===== src/lsp_pkg.sv =====
`default_nettype none
package lsp_pkg;
	// ****************************************
	// register map
	// ****************************************
	localparam logic [7:0] OFS_P5_LATCH = 8'h05;
	localparam logic [7:0] OFS_P6_LATCH = 8'h06;
	localparam logic [7:0] OFS_P7_LATCH = 8'h07;
	localparam logic [7:0] OFS_P6_DIR = 8'h0c;
	localparam logic [7:0] OFS_P5_PINS = 8'h10;
	localparam logic [7:0] OFS_P7_PINS = 8'h11;
	localparam logic [7:0] OFS_P5_SEL = 8'h2a;
	localparam logic [7:0] OFS_P7_SEL = 8'h2b;
	localparam logic [7:0] OFS_CONV = 8'h30;
	// ****************************************
	// fields and reset values
	// ****************************************
	localparam int unsigned CONV_AIN_DIS_BIT = 0;
	localparam int unsigned KEY_LO_BIT = 4;
	localparam logic [7:0] RST_SEG_LATCH = 8'hff;
	localparam logic [7:0] RST_SEG_SEL = 8'h00;
	localparam logic [7:0] RST_P6_LATCH = 8'h00;
	localparam logic [7:0] RST_P6_DIR = 8'h00;
	localparam logic RST_AIN_DIS = 1'h1;
	localparam logic [7:0] RD_NONE = 8'h00;
	// ****************************************
	// carriers
	// ****************************************
	typedef struct packed {
		logic [7:0] addr;
		logic [7:0] wdata;
		logic wr;
		logic rd;
	} lsp_bus_t;
	typedef struct packed {
		logic [7:0] out;
		logic [7:0] oe;
	} lsp_drive_t;
endpackage
`default_nettype wire


===== src/lsp_sync.sv =====
`timescale 1ns/1ps
`default_nettype none
module lsp_sync #(
	parameter int unsigned W = 8
) (
	input wire logic i_core_clk,
	input wire logic i_nrst,
	input wire logic [W-1:0] i_d,
	output logic [W-1:0] o_q
);
	// first stage feeds only the second
	logic [W-1:0] meta;
	always_ff @(posedge i_core_clk or negedge i_nrst) begin
		if (!i_nrst) begin
			meta <= '0;
			o_q <= '0;
		end else begin
			meta <= i_d;
			o_q <= meta;
		end
	end
endmodule
`default_nettype wire


===== src/lsp_seg_port.sv =====
`timescale 1ns/1ps
`default_nettype none
module lsp_seg_port (
	input wire logic i_core_clk,
	input wire logic i_nrst,
	input wire logic i_wr_latch,
	input wire logic i_wr_sel,
	input wire logic [7:0] i_wdata,
	input wire logic [7:0] i_seg,
	output logic [7:0] o_latch,
	output logic [7:0] o_sel,
	output var lsp_pkg::lsp_drive_t o_drive
);
	import lsp_pkg::*;
	// ****************************************
	// latch and segment select
	// ****************************************
	always_ff @(posedge i_core_clk or negedge i_nrst) begin
		if (!i_nrst) begin
			o_latch <= RST_SEG_LATCH;
		end else if (i_wr_latch) begin
			o_latch <= i_wdata;
		end
	end
	always_ff @(posedge i_core_clk or negedge i_nrst) begin
		if (!i_nrst) begin
			o_sel <= RST_SEG_SEL;
		end else if (i_wr_sel) begin
			o_sel <= i_wdata;
		end
	end
	// ****************************************
	// pin drive
	// ****************************************
	// on a plain port bit (select zero), latch one releases the pin so it can be read back
	always_ff @(posedge i_core_clk or negedge i_nrst) begin
		if (!i_nrst) begin
			o_drive <= '0;
		end else begin
			o_drive.out <= o_sel & i_seg;
			o_drive.oe <= o_sel | ~o_latch;
		end
	end
	// ****************************************
	// checks
	// ****************************************
	latch_reset_a: assert property (@(posedge i_core_clk)
		$rose(i_nrst) |-> o_latch == RST_SEG_LATCH)
		else $error("latch not all ones after reset");
	seg_route_a: assert property (@(posedge i_core_clk) disable iff (!i_nrst)
		##1 (o_drive.out & $past(o_sel)) == ($past(i_seg) & $past(o_sel)))
		else $error("segment not routed to pin");
	port_release_a: assert property (@(posedge i_core_clk) disable iff (!i_nrst)
		##1 ($past(o_latch) & ~$past(o_sel) & o_drive.oe) == 8'h00)
		else $error("released port bit still driven");
endmodule
`default_nettype wire


===== src/lsp_ports.sv =====
// Behaviour
// - reset sets port five latch all ones
// - select one routes segment, zero plain port
// - port five latch and pins read separately
// - pin read on segment bits is undefined
// - port six direction one drives latch
// - reset clears port six, sets analog disable
// - disabled analog, latch zero: input reads zero
// - latch one, direction zero passes pin level
// - key wake-up pins need direction zero
// - latch zero, direction zero, analog enabled connects converter
// - analog mode bits read as zero
// - reset sets port seven latch all ones
// - select one routes segment, zero plain port
// - port seven latch and pins read separately
`timescale 1ns/1ps
`default_nettype none
module lsp_ports (
	input wire logic i_core_clk,
	input wire logic i_nrst,
	input wire lsp_pkg::lsp_bus_t i_bus,
	output logic [7:0] o_rdata,
	input wire logic [7:0] i_p5_pin,
	input wire logic [7:0] i_p6_pin,
	input wire logic [7:0] i_p7_pin,
	input wire logic [7:0] i_p5_seg,
	input wire logic [7:0] i_p7_seg,
	output var lsp_pkg::lsp_drive_t o_p5_drive,
	output var lsp_pkg::lsp_drive_t o_p6_drive,
	output var lsp_pkg::lsp_drive_t o_p7_drive,
	output logic [7:0] o_p6_func,
	output logic [3:0] o_key_wakeup,
	output logic [7:0] o_ain_connect,
	output logic o_analog_input_disable
);
	import lsp_pkg::*;

	// ****************************************
	// declarations
	// ****************************************
	logic [7:0] p5_pins;
	logic [7:0] p6_pins;
	logic [7:0] p7_pins;
	logic [7:0] p5_latch;
	logic [7:0] p5_sel;
	logic [7:0] p7_latch;
	logic [7:0] p7_sel;
	logic [7:0] p6_latch;
	logic [7:0] p6_dir;
	logic ain_dis;
	logic [7:0] p6_in;
	logic [7:0] p6_read;
	logic [7:0] next_rdata;
	logic wr_p5_latch;
	logic wr_p5_sel;
	logic wr_p7_latch;
	logic wr_p7_sel;

	// ****************************************
	// pin synchronisers
	// ****************************************
	lsp_sync #(
		.W(8)
	) u_sync5 (
		.i_core_clk(i_core_clk),
		.i_nrst(i_nrst),
		.i_d(i_p5_pin),
		.o_q(p5_pins)
	);

	lsp_sync #(
		.W(8)
	) u_sync6 (
		.i_core_clk(i_core_clk),
		.i_nrst(i_nrst),
		.i_d(i_p6_pin),
		.o_q(p6_pins)
	);

	lsp_sync #(
		.W(8)
	) u_sync7 (
		.i_core_clk(i_core_clk),
		.i_nrst(i_nrst),
		.i_d(i_p7_pin),
		.o_q(p7_pins)
	);

	// ****************************************
	// write decode
	// ****************************************
	assign wr_p5_latch = i_bus.wr && (i_bus.addr == OFS_P5_LATCH);
	assign wr_p5_sel = i_bus.wr && (i_bus.addr == OFS_P5_SEL);
	assign wr_p7_latch = i_bus.wr && (i_bus.addr == OFS_P7_LATCH);
	assign wr_p7_sel = i_bus.wr && (i_bus.addr == OFS_P7_SEL);

	// ****************************************
	// segment-shared ports
	// ****************************************
	lsp_seg_port u_port5 (
		.i_core_clk(i_core_clk),
		.i_nrst(i_nrst),
		.i_wr_latch(wr_p5_latch),
		.i_wr_sel(wr_p5_sel),
		.i_wdata(i_bus.wdata),
		.i_seg(i_p5_seg),
		.o_latch(p5_latch),
		.o_sel(p5_sel),
		.o_drive(o_p5_drive)
	);

	lsp_seg_port u_port7 (
		.i_core_clk(i_core_clk),
		.i_nrst(i_nrst),
		.i_wr_latch(wr_p7_latch),
		.i_wr_sel(wr_p7_sel),
		.i_wdata(i_bus.wdata),
		.i_seg(i_p7_seg),
		.o_latch(p7_latch),
		.o_sel(p7_sel),
		.o_drive(o_p7_drive)
	);

	// ****************************************
	// analog-shared port registers
	// ****************************************
	// software must write the whole byte: the latch also picks input modes
	always_ff @(posedge i_core_clk or negedge i_nrst) begin
		if (!i_nrst) begin
			p6_latch <= RST_P6_LATCH;
		end else if (i_bus.wr && (i_bus.addr == OFS_P6_LATCH)) begin
			p6_latch <= i_bus.wdata;
		end
	end

	always_ff @(posedge i_core_clk or negedge i_nrst) begin
		if (!i_nrst) begin
			p6_dir <= RST_P6_DIR;
		end else if (i_bus.wr && (i_bus.addr == OFS_P6_DIR)) begin
			p6_dir <= i_bus.wdata;
		end
	end

	always_ff @(posedge i_core_clk or negedge i_nrst) begin
		if (!i_nrst) begin
			ain_dis <= RST_AIN_DIS;
		end else if (i_bus.wr && (i_bus.addr == OFS_CONV)) begin
			ain_dis <= i_bus.wdata[CONV_AIN_DIS_BIT];
		end
	end

	// ****************************************
	// analog-shared port input path
	// ****************************************
	// latch zero in input direction gives zero, whether fixed or analog
	assign p6_in = p6_pins & p6_latch & ~p6_dir;

	always_comb begin
		p6_read = p6_in;
		for (int i = 0; i < 8; i++) begin
			if (p6_dir[i]) begin
				p6_read[i] = p6_latch[i];
			end
		end
	end

	// ****************************************
	// analog-shared port outputs
	// ****************************************
	always_ff @(posedge i_core_clk or negedge i_nrst) begin
		if (!i_nrst) begin
			o_p6_drive <= '0;
		end else begin
			o_p6_drive.out <= p6_latch;
			o_p6_drive.oe <= p6_dir;
		end
	end

	always_ff @(posedge i_core_clk or negedge i_nrst) begin
		if (!i_nrst) begin
			o_p6_func <= 8'h00;
			o_key_wakeup <= 4'h0;
		end else begin
			o_p6_func <= p6_in;
			o_key_wakeup <= p6_in[KEY_LO_BIT +: 4];
		end
	end

	// converter sees the pin only with analog inputs enabled
	always_ff @(posedge i_core_clk or negedge i_nrst) begin
		if (!i_nrst) begin
			o_ain_connect <= 8'h00;
			o_analog_input_disable <= RST_AIN_DIS;
		end else begin
			o_ain_connect <= {8{~ain_dis}} & ~p6_latch & ~p6_dir;
			o_analog_input_disable <= ain_dis;
		end
	end

	// ****************************************
	// read path
	// ****************************************
	// segment bits read the pin as is; value there is undefined
	always_comb begin
		next_rdata = RD_NONE;
		if (i_bus.rd) begin
			case (i_bus.addr)
				OFS_P5_LATCH: next_rdata = p5_latch;
				OFS_P5_PINS: next_rdata = p5_pins;
				OFS_P5_SEL: next_rdata = p5_sel;
				OFS_P6_LATCH: next_rdata = p6_read;
				OFS_P6_DIR: next_rdata = p6_dir;
				OFS_CONV: next_rdata = {7'h00, ain_dis};
				OFS_P7_LATCH: next_rdata = p7_latch;
				OFS_P7_PINS: next_rdata = p7_pins;
				OFS_P7_SEL: next_rdata = p7_sel;
				default: next_rdata = RD_NONE;
			endcase
		end
	end

	always_ff @(posedge i_core_clk or negedge i_nrst) begin
		if (!i_nrst) begin
			o_rdata <= RD_NONE;
		end else begin
			o_rdata <= next_rdata;
		end
	end

	// ****************************************
	// checks
	// ****************************************
	p6_reset_a: assert property (@(posedge i_core_clk)
		$rose(i_nrst) |-> p6_latch == 8'h00 && p6_dir == 8'h00 && ain_dis)
		else $error("port six reset values wrong");

	p6_drive_a: assert property (@(posedge i_core_clk) disable iff (!i_nrst)
		##1 (o_p6_drive.oe == $past(p6_dir))
		&& ((o_p6_drive.out & o_p6_drive.oe) == ($past(p6_latch) & $past(p6_dir))))
		else $error("direction does not drive latch");

	fixed_zero_a: assert property (@(posedge i_core_clk) disable iff (!i_nrst)
		(ain_dis && p6_latch[0] == 1'h0 && !p6_dir[0]) |=> o_p6_func[0] == 1'h0)
		else $error("fixed input not zero");

	input_pass_a: assert property (@(posedge i_core_clk) disable iff (!i_nrst)
		(p6_latch[4] && !p6_dir[4]) |=> o_p6_func[4] == $past(p6_pins[4]))
		else $error("pin level not passed to function");

	ain_link_a: assert property (@(posedge i_core_clk) disable iff (!i_nrst)
		(!ain_dis && !p6_latch[7] && !p6_dir[7]) |=> o_ain_connect[7])
		else $error("converter link wrong");

	ain_off_a: assert property (@(posedge i_core_clk) disable iff (!i_nrst)
		ain_dis |=> o_ain_connect == 8'h00)
		else $error("converter linked while disabled");

	ain_read_a: assert property (@(posedge i_core_clk) disable iff (!i_nrst)
		(i_bus.rd && i_bus.addr == OFS_P6_LATCH)
		|=> (o_rdata & ~$past(p6_latch) & ~$past(p6_dir)) == 8'h00)
		else $error("analog bit did not read zero");

	latch_read_a: assert property (@(posedge i_core_clk) disable iff (!i_nrst)
		(i_bus.rd && i_bus.addr == OFS_P5_LATCH) |=> o_rdata == $past(p5_latch))
		else $error("port five latch read wrong");

	pin_read_a: assert property (@(posedge i_core_clk) disable iff (!i_nrst)
		(i_bus.rd && i_bus.addr == OFS_P7_PINS) |=> o_rdata == $past(p7_pins))
		else $error("port seven pin read wrong");

	idle_read_a: assert property (@(posedge i_core_clk) disable iff (!i_nrst)
		!i_bus.rd |=> o_rdata == RD_NONE)
		else $error("read data without strobe");

	p5_latch_a: assert property (@(posedge i_core_clk) disable iff (!i_nrst)
		wr_p5_latch |=> p5_latch == $past(i_bus.wdata)
		##1 o_p5_drive.oe[0] == ($past(p5_sel[0]) | ~$past(p5_latch[0])))
		else $error("port five latch not taken");

	out_reset_a: assert property (@(posedge i_core_clk)
		$rose(i_nrst) |-> o_rdata == RD_NONE && o_p6_func == 8'h00 && o_key_wakeup == 4'h0)
		else $error("outputs not cleared by reset");

	dis_copy_a: assert property (@(posedge i_core_clk) disable iff (!i_nrst)
		##1 o_analog_input_disable == $past(ain_dis))
		else $error("disable copy wrong");

	key_wake_a: assert property (@(posedge i_core_clk) disable iff (!i_nrst)
		(p6_latch[KEY_LO_BIT] && !p6_dir[KEY_LO_BIT])
		|=> o_key_wakeup[0] == $past(p6_pins[KEY_LO_BIT]))
		else $error("key wake-up input not passed");

	// output bits never reach the secondary functions
	func_dir_a: assert property (@(posedge i_core_clk) disable iff (!i_nrst)
		##1 (o_p6_func & $past(p6_dir)) == 8'h00)
		else $error("output bit reached function");

	p6_read_a: assert property (@(posedge i_core_clk) disable iff (!i_nrst)
		(i_bus.rd && i_bus.addr == OFS_P6_LATCH)
		|=> ((o_rdata ^ $past(p6_latch)) & $past(p6_dir)) == 8'h00)
		else $error("output bit did not read latch");

	dir_read_a: assert property (@(posedge i_core_clk) disable iff (!i_nrst)
		(i_bus.rd && i_bus.addr == OFS_P6_DIR) |=> o_rdata == $past(p6_dir))
		else $error("direction read wrong");

	conv_read_a: assert property (@(posedge i_core_clk) disable iff (!i_nrst)
		(i_bus.rd && i_bus.addr == OFS_CONV) |=> o_rdata == {7'h00, $past(ain_dis)})
		else $error("converter control read wrong");

	sel_read_a: assert property (@(posedge i_core_clk) disable iff (!i_nrst)
		(i_bus.rd && i_bus.addr == OFS_P5_SEL) |=> o_rdata == $past(p5_sel))
		else $error("port five select read wrong");

	p7_sel_a: assert property (@(posedge i_core_clk) disable iff (!i_nrst)
		(i_bus.rd && i_bus.addr == OFS_P7_SEL) |=> o_rdata == $past(p7_sel))
		else $error("port seven select read wrong");

	p7_latch_a: assert property (@(posedge i_core_clk) disable iff (!i_nrst)
		(i_bus.rd && i_bus.addr == OFS_P7_LATCH) |=> o_rdata == $past(p7_latch))
		else $error("port seven latch read wrong");

	// segment bits are masked: their pin level is undefined
	p5_pins_a: assert property (@(posedge i_core_clk) disable iff (!i_nrst)
		(i_bus.rd && i_bus.addr == OFS_P5_PINS)
		|=> (o_rdata & ~$past(p5_sel)) == ($past(p5_pins) & ~$past(p5_sel)))
		else $error("port five pin read wrong");

	pins_wr_a: assert property (@(posedge i_core_clk) disable iff (!i_nrst)
		(i_bus.wr && i_bus.addr == OFS_P5_PINS) |=> $stable(p5_latch) && $stable(p5_sel))
		else $error("pin address write changed port five");

	// ****************************************
	// coverage
	// ****************************************
	key_cov: cover property (@(posedge i_core_clk) disable iff (!i_nrst)
		o_key_wakeup != 4'h0);
	analog_cov: cover property (@(posedge i_core_clk) disable iff (!i_nrst)
		!ain_dis && o_ain_connect != 8'h00);
	seg_cov: cover property (@(posedge i_core_clk) disable iff (!i_nrst)
		p5_sel != 8'h00 && p7_sel != 8'h00);
	out_cov: cover property (@(posedge i_core_clk) disable iff (!i_nrst)
		o_p6_drive.oe != 8'h00 ##1 i_bus.rd && i_bus.addr == OFS_P6_LATCH);
endmodule
`default_nettype wire


===== config.mk =====
export PLATFORM = sky130hd
export DESIGN_NAME = lsp_ports
export DESIGN_NICKNAME = d
export VERILOG_FILES = /design/src/lsp_pkg.sv /design/src/lsp_sync.sv /design/src/lsp_seg_port.sv /design/src/lsp_ports.sv
export SDC_FILE = /design/constraint.sdc
export NUM_CORES = 1
export LEC_CHECK = 0
export CORE_MARGIN = 5
export CORE_UTILIZATION = 50
export DETAILED_ROUTE_END_ITERATION = 8
export DONT_BUFFER_PORTS = 1
export PLACE_DENSITY = 0.71
export SYNTH_ARGS = -nofsm -noshare
export SYNTH_HDL_FRONTEND = slang
export SYNTH_HIERARCHICAL = 1
export SYNTH_SLANG_ARGS = --single-unit

===== constraint.sdc =====
create_clock -name i_core_clk -period 1.75 [get_ports i_core_clk]
set_input_delay 0.2625 -clock i_core_clk [delete_from_list [all_inputs] [get_ports i_core_clk]]
set_output_delay 0.2625 -clock i_core_clk [all_outputs]
set_load 0.005 [all_outputs]

==> impl_metrics.yaml <==
run_status:
  status: "finished, violations left"
  violations: "negative hold slack"
yosys:
  synth_area_leader_cell: "dfrtp_1"
  synth_adder_area_share_pct: 0
  synth_top_family_by_area: "multiplexers"
  ys_ff_latch: 170
  synthTopCellsByArea: "dfrtp_1 (62%), mux2_4 (7.9%), dfstp_2 (7.7%), mux2_2 (3.7%), a22o_1 (2.4%)"
  yosysTopAreaCellShare_pct: 62.15
  synth_xor_xnor_area_share_pct: 0
  avgSynthCellArea_sq_um: 15.22
  synth_cell_type_count: 39
  synthCells: 402
  muxShareOfSynthArea_pct: 12.02
  synth_compound_area_share_pct: 6.195
  ys_warn_count: 6
  synth_area_sq_um: 6120
  yosysSeqAreaShare_pct: 69.88
  yosys.area_share.simple_pct: 9.937
  syn_nets: 462
timing:
  layout_setup_ws_ns: 0.3888
  hold_viol: 170
  min_period_over_period_pct: 77.78
  fin_setup_tns_ns: 0
  holdWs_ns: -0.4710
  fin_crit_ns: 1.361
  worst_slew_pin_slew_ns: 0.3885
  setup_viol: 0
  fmax_ghz: 0.7347
  final-max-slew-violation-count: 0
  relSlewSlack_pct: 74.03
  grt_setup_unrepaired: "false"
  finClkSkew_ns: 0.005922
pwr:
  swShare_pct: 21.24
  p_seq_share_pct: 51.8
  total_power_mw: 8.219
  power_density_nw_per_um2: 1108
  p_leak_nw: 3.267
  ir_worst_vdd_mv: 0.7671
  p_clk_share_pct: 44.6
  combPwrFrac_pct: 3.6
  power.net_switching_mw: 1.746
  power.internal_mw: 6.473
global_route:
  track_usage_pct: 19.05
  grt_pass1_wl_um: 20470
  grt_antenna_before_repair: 0
  grt_remaining_overflow: 0
  grt_max_degree: 171
  grt_pass1_vias: 3503
floorplanning:
  initial_core_util_pct: 50.95
  die_w_um: 120.6
  rows: 40
  io_pins: 137
  die_area_sq_um: 14550
  die_h_um: 120.6
  coreArea_sq_um: 12010
critical_path:
  critPathCaptureType: "flop"
  path_delay_family: "compound AO/OA/AOI/OAI gates"
  worstPathMaxFanout: 6
  slowest_stage: "dfrtp_1"
  cp_data_arrival_time_ns: 1.66
  worst_setup_path_start_kind: "flop"
  cp_cell_sequence: "o21ai_0, o21ai_0, a22o_1, nand2_1, a31oi_1"
  slowest_delay_ns: 0.42
  worstPathRequired_ns: 2.05
  critPathMostFrequentCell: "o21ai_0"
  path_class: "flop to flop"
  critPathBufInv: 0
clock_network:
  cts_num_sinks: 170
  cts.path.max_buffers: 2
  root_buffer: "clkbuf_16"
  cts-resized-gates: 0
  numCtsBuffers: 17
  postCtsHoldBufs: 48
  clk_latency_ns: 0.43
  cts_tree: "done"
  cts_setup_buffers: 0
  path_clk_slew_ns: 0.07
  htree_num_levels: 4
cells_and_area:
  syn2layout_area_growth_pct: 21.24
  most-common-layout-cells: "dfrtp_1 (152), dlygate4sd3_1 (48), mux2_4 (32)"
  layout.nets: 529
  drive_above_1_share_pct: 25.93
  n_antenna_cell: 0
  final_common_cell: "dfrtp_1"
  fin_cells: 629
place:
  hpwl_um: 8964
  place.gp.congestion: 0.8638
  post-place-cells: 549
  place_ws_ns: 0.1269
  portBuffers: 0
drt:
  drt_pass1_iterations: 6
  post_drt_wl_per_cell_um: 20.70
  ant_nets: 0
  drc: 0
  first_iter_violations: 222
  viasPerCell: 5.386
  routed_wl_um: 13020
  vias: 3388
job:
  drv_cap: 0
min_path:
  hold_path.class: "primary input to asynchronous set/reset pin"
through the flow:
step / util (%) / instance area [sq um]
after global routing: 61.77 / 7420
after CTS: 61.77 / 7420
after global placement: 52.89 / 6352
after detailed placement: 52.89 / 6352
after floorplan: - / 6120
final: 61.77 / 7420
cells in the mapped netlist:
cell,number
nor2b_1,2
nor4b_2,1
clkbuf_1,4
buf_1,1
inv_1,1
o22ai_1,1
nand2_4,1
and2_1,18
nand2b_1,16
mux2i_1,3
nor3b_4,1
nor4_1,2
a41oi_1,1
mux2_4,32
and3_1,5
a32oi_1,1
nand4bb_1,1
a31oi_1,7
a22oi_1,8
a21oi_1,3
a32o_1,1
nor4b_4,1
o21ai_0,14
and2b_2,1
nor4b_1,1
nor2_1,15
o211ai_1,1
nor3b_1,1
buf_6,4
nor4bb_1,2
dfstp_2,18
buf_4,5
nand2_1,22
nand3_1,7
mux2_2,20
buf_2,3
a22o_1,17
dfrtp_1,152
nor3_1,8
power groups by stage:
stage	Combinational, mW	Clock (mW)	Sequential [mW]
final	0.296	3.67	4.25
after global routing	0.321	3.95	4.27
after CTS	0.298	3.75	4.26
after detailed placement	0.193	0	4.33
after global placement	0.186	0	4.32
after floorplan	0.170	0	4.28
metal layers:
layer / global-route usage, % / routed length [um] / up-vias
met4: 8.711 / 307 / 0
met2: 28.15 / 6076 / 117
met5: 0 / 0 / -
met1: 25.70 / 5882 / 1702
li1: - / - / 1548
met3: 6.268 / 755 / 21
logic make-up (layout without fill, tap and decap cells):
family / count (synthesis) / count (layout)
simple gates: 105 / 105
flops: 170 / 170
compound gates: 54 / 54
mux: 55 / 55
buf+inv: 18 / 98
cell type report:
type / instances / area, sq um
clock buffer: 19 / 442.9
clock inverter: 13 / 143.9
fill: 904 / 4592
inverter: 1 / 3.754
multi-input combinational: 214 / 1735
sequential: 170 / 4277
tap: 147 / 183.9
timing repair buffer: 65 / 633.1
state kept, by name, summed over array words and instances, names as in the netlist:
name                    flops
u_port7/o_sel               8
o_p6_func                   4
p6_dir                      8
o_p6_drive                 16
o_rdata                     8
o_analog_input_disable      1
u_port5/o_latch             8
u_port5/o_sel               8
u_port5/o_drive            16
u_sync7/o_q                 8
u_sync5/meta                8
u_sync5/o_q                 8
u_port7/o_latch             8
u_sync7/meta                8
p6_latch                    8
u_sync6/meta                8
o_key_wakeup                4
u_port7/o_drive            16
o_ain_connect               8
ain_dis                     1
u_sync6/o_q                 8
worst paths after layout:
check / startpoint / endpoint / slack [ns] / cells past startpoint
max: p6_dir[6] / o_rdata[6] / 0.39 / 5
min: i_nrst / o_key_wakeup[0] / -0.47 / 0
max reg2reg: p6_dir[6] / o_rdata[6] / 0.39 / 5
min reg2reg: u_sync6/meta[5] / u_sync6/o_q[5] / 0.34 / 0
max in group asynchronous: i_nrst / o_analog_input_disable / 1.97 / 0
min in group i_core_clk: i_bus[1] / ain_dis / 0.08 / 2
(Power assumes the default switching activity.)
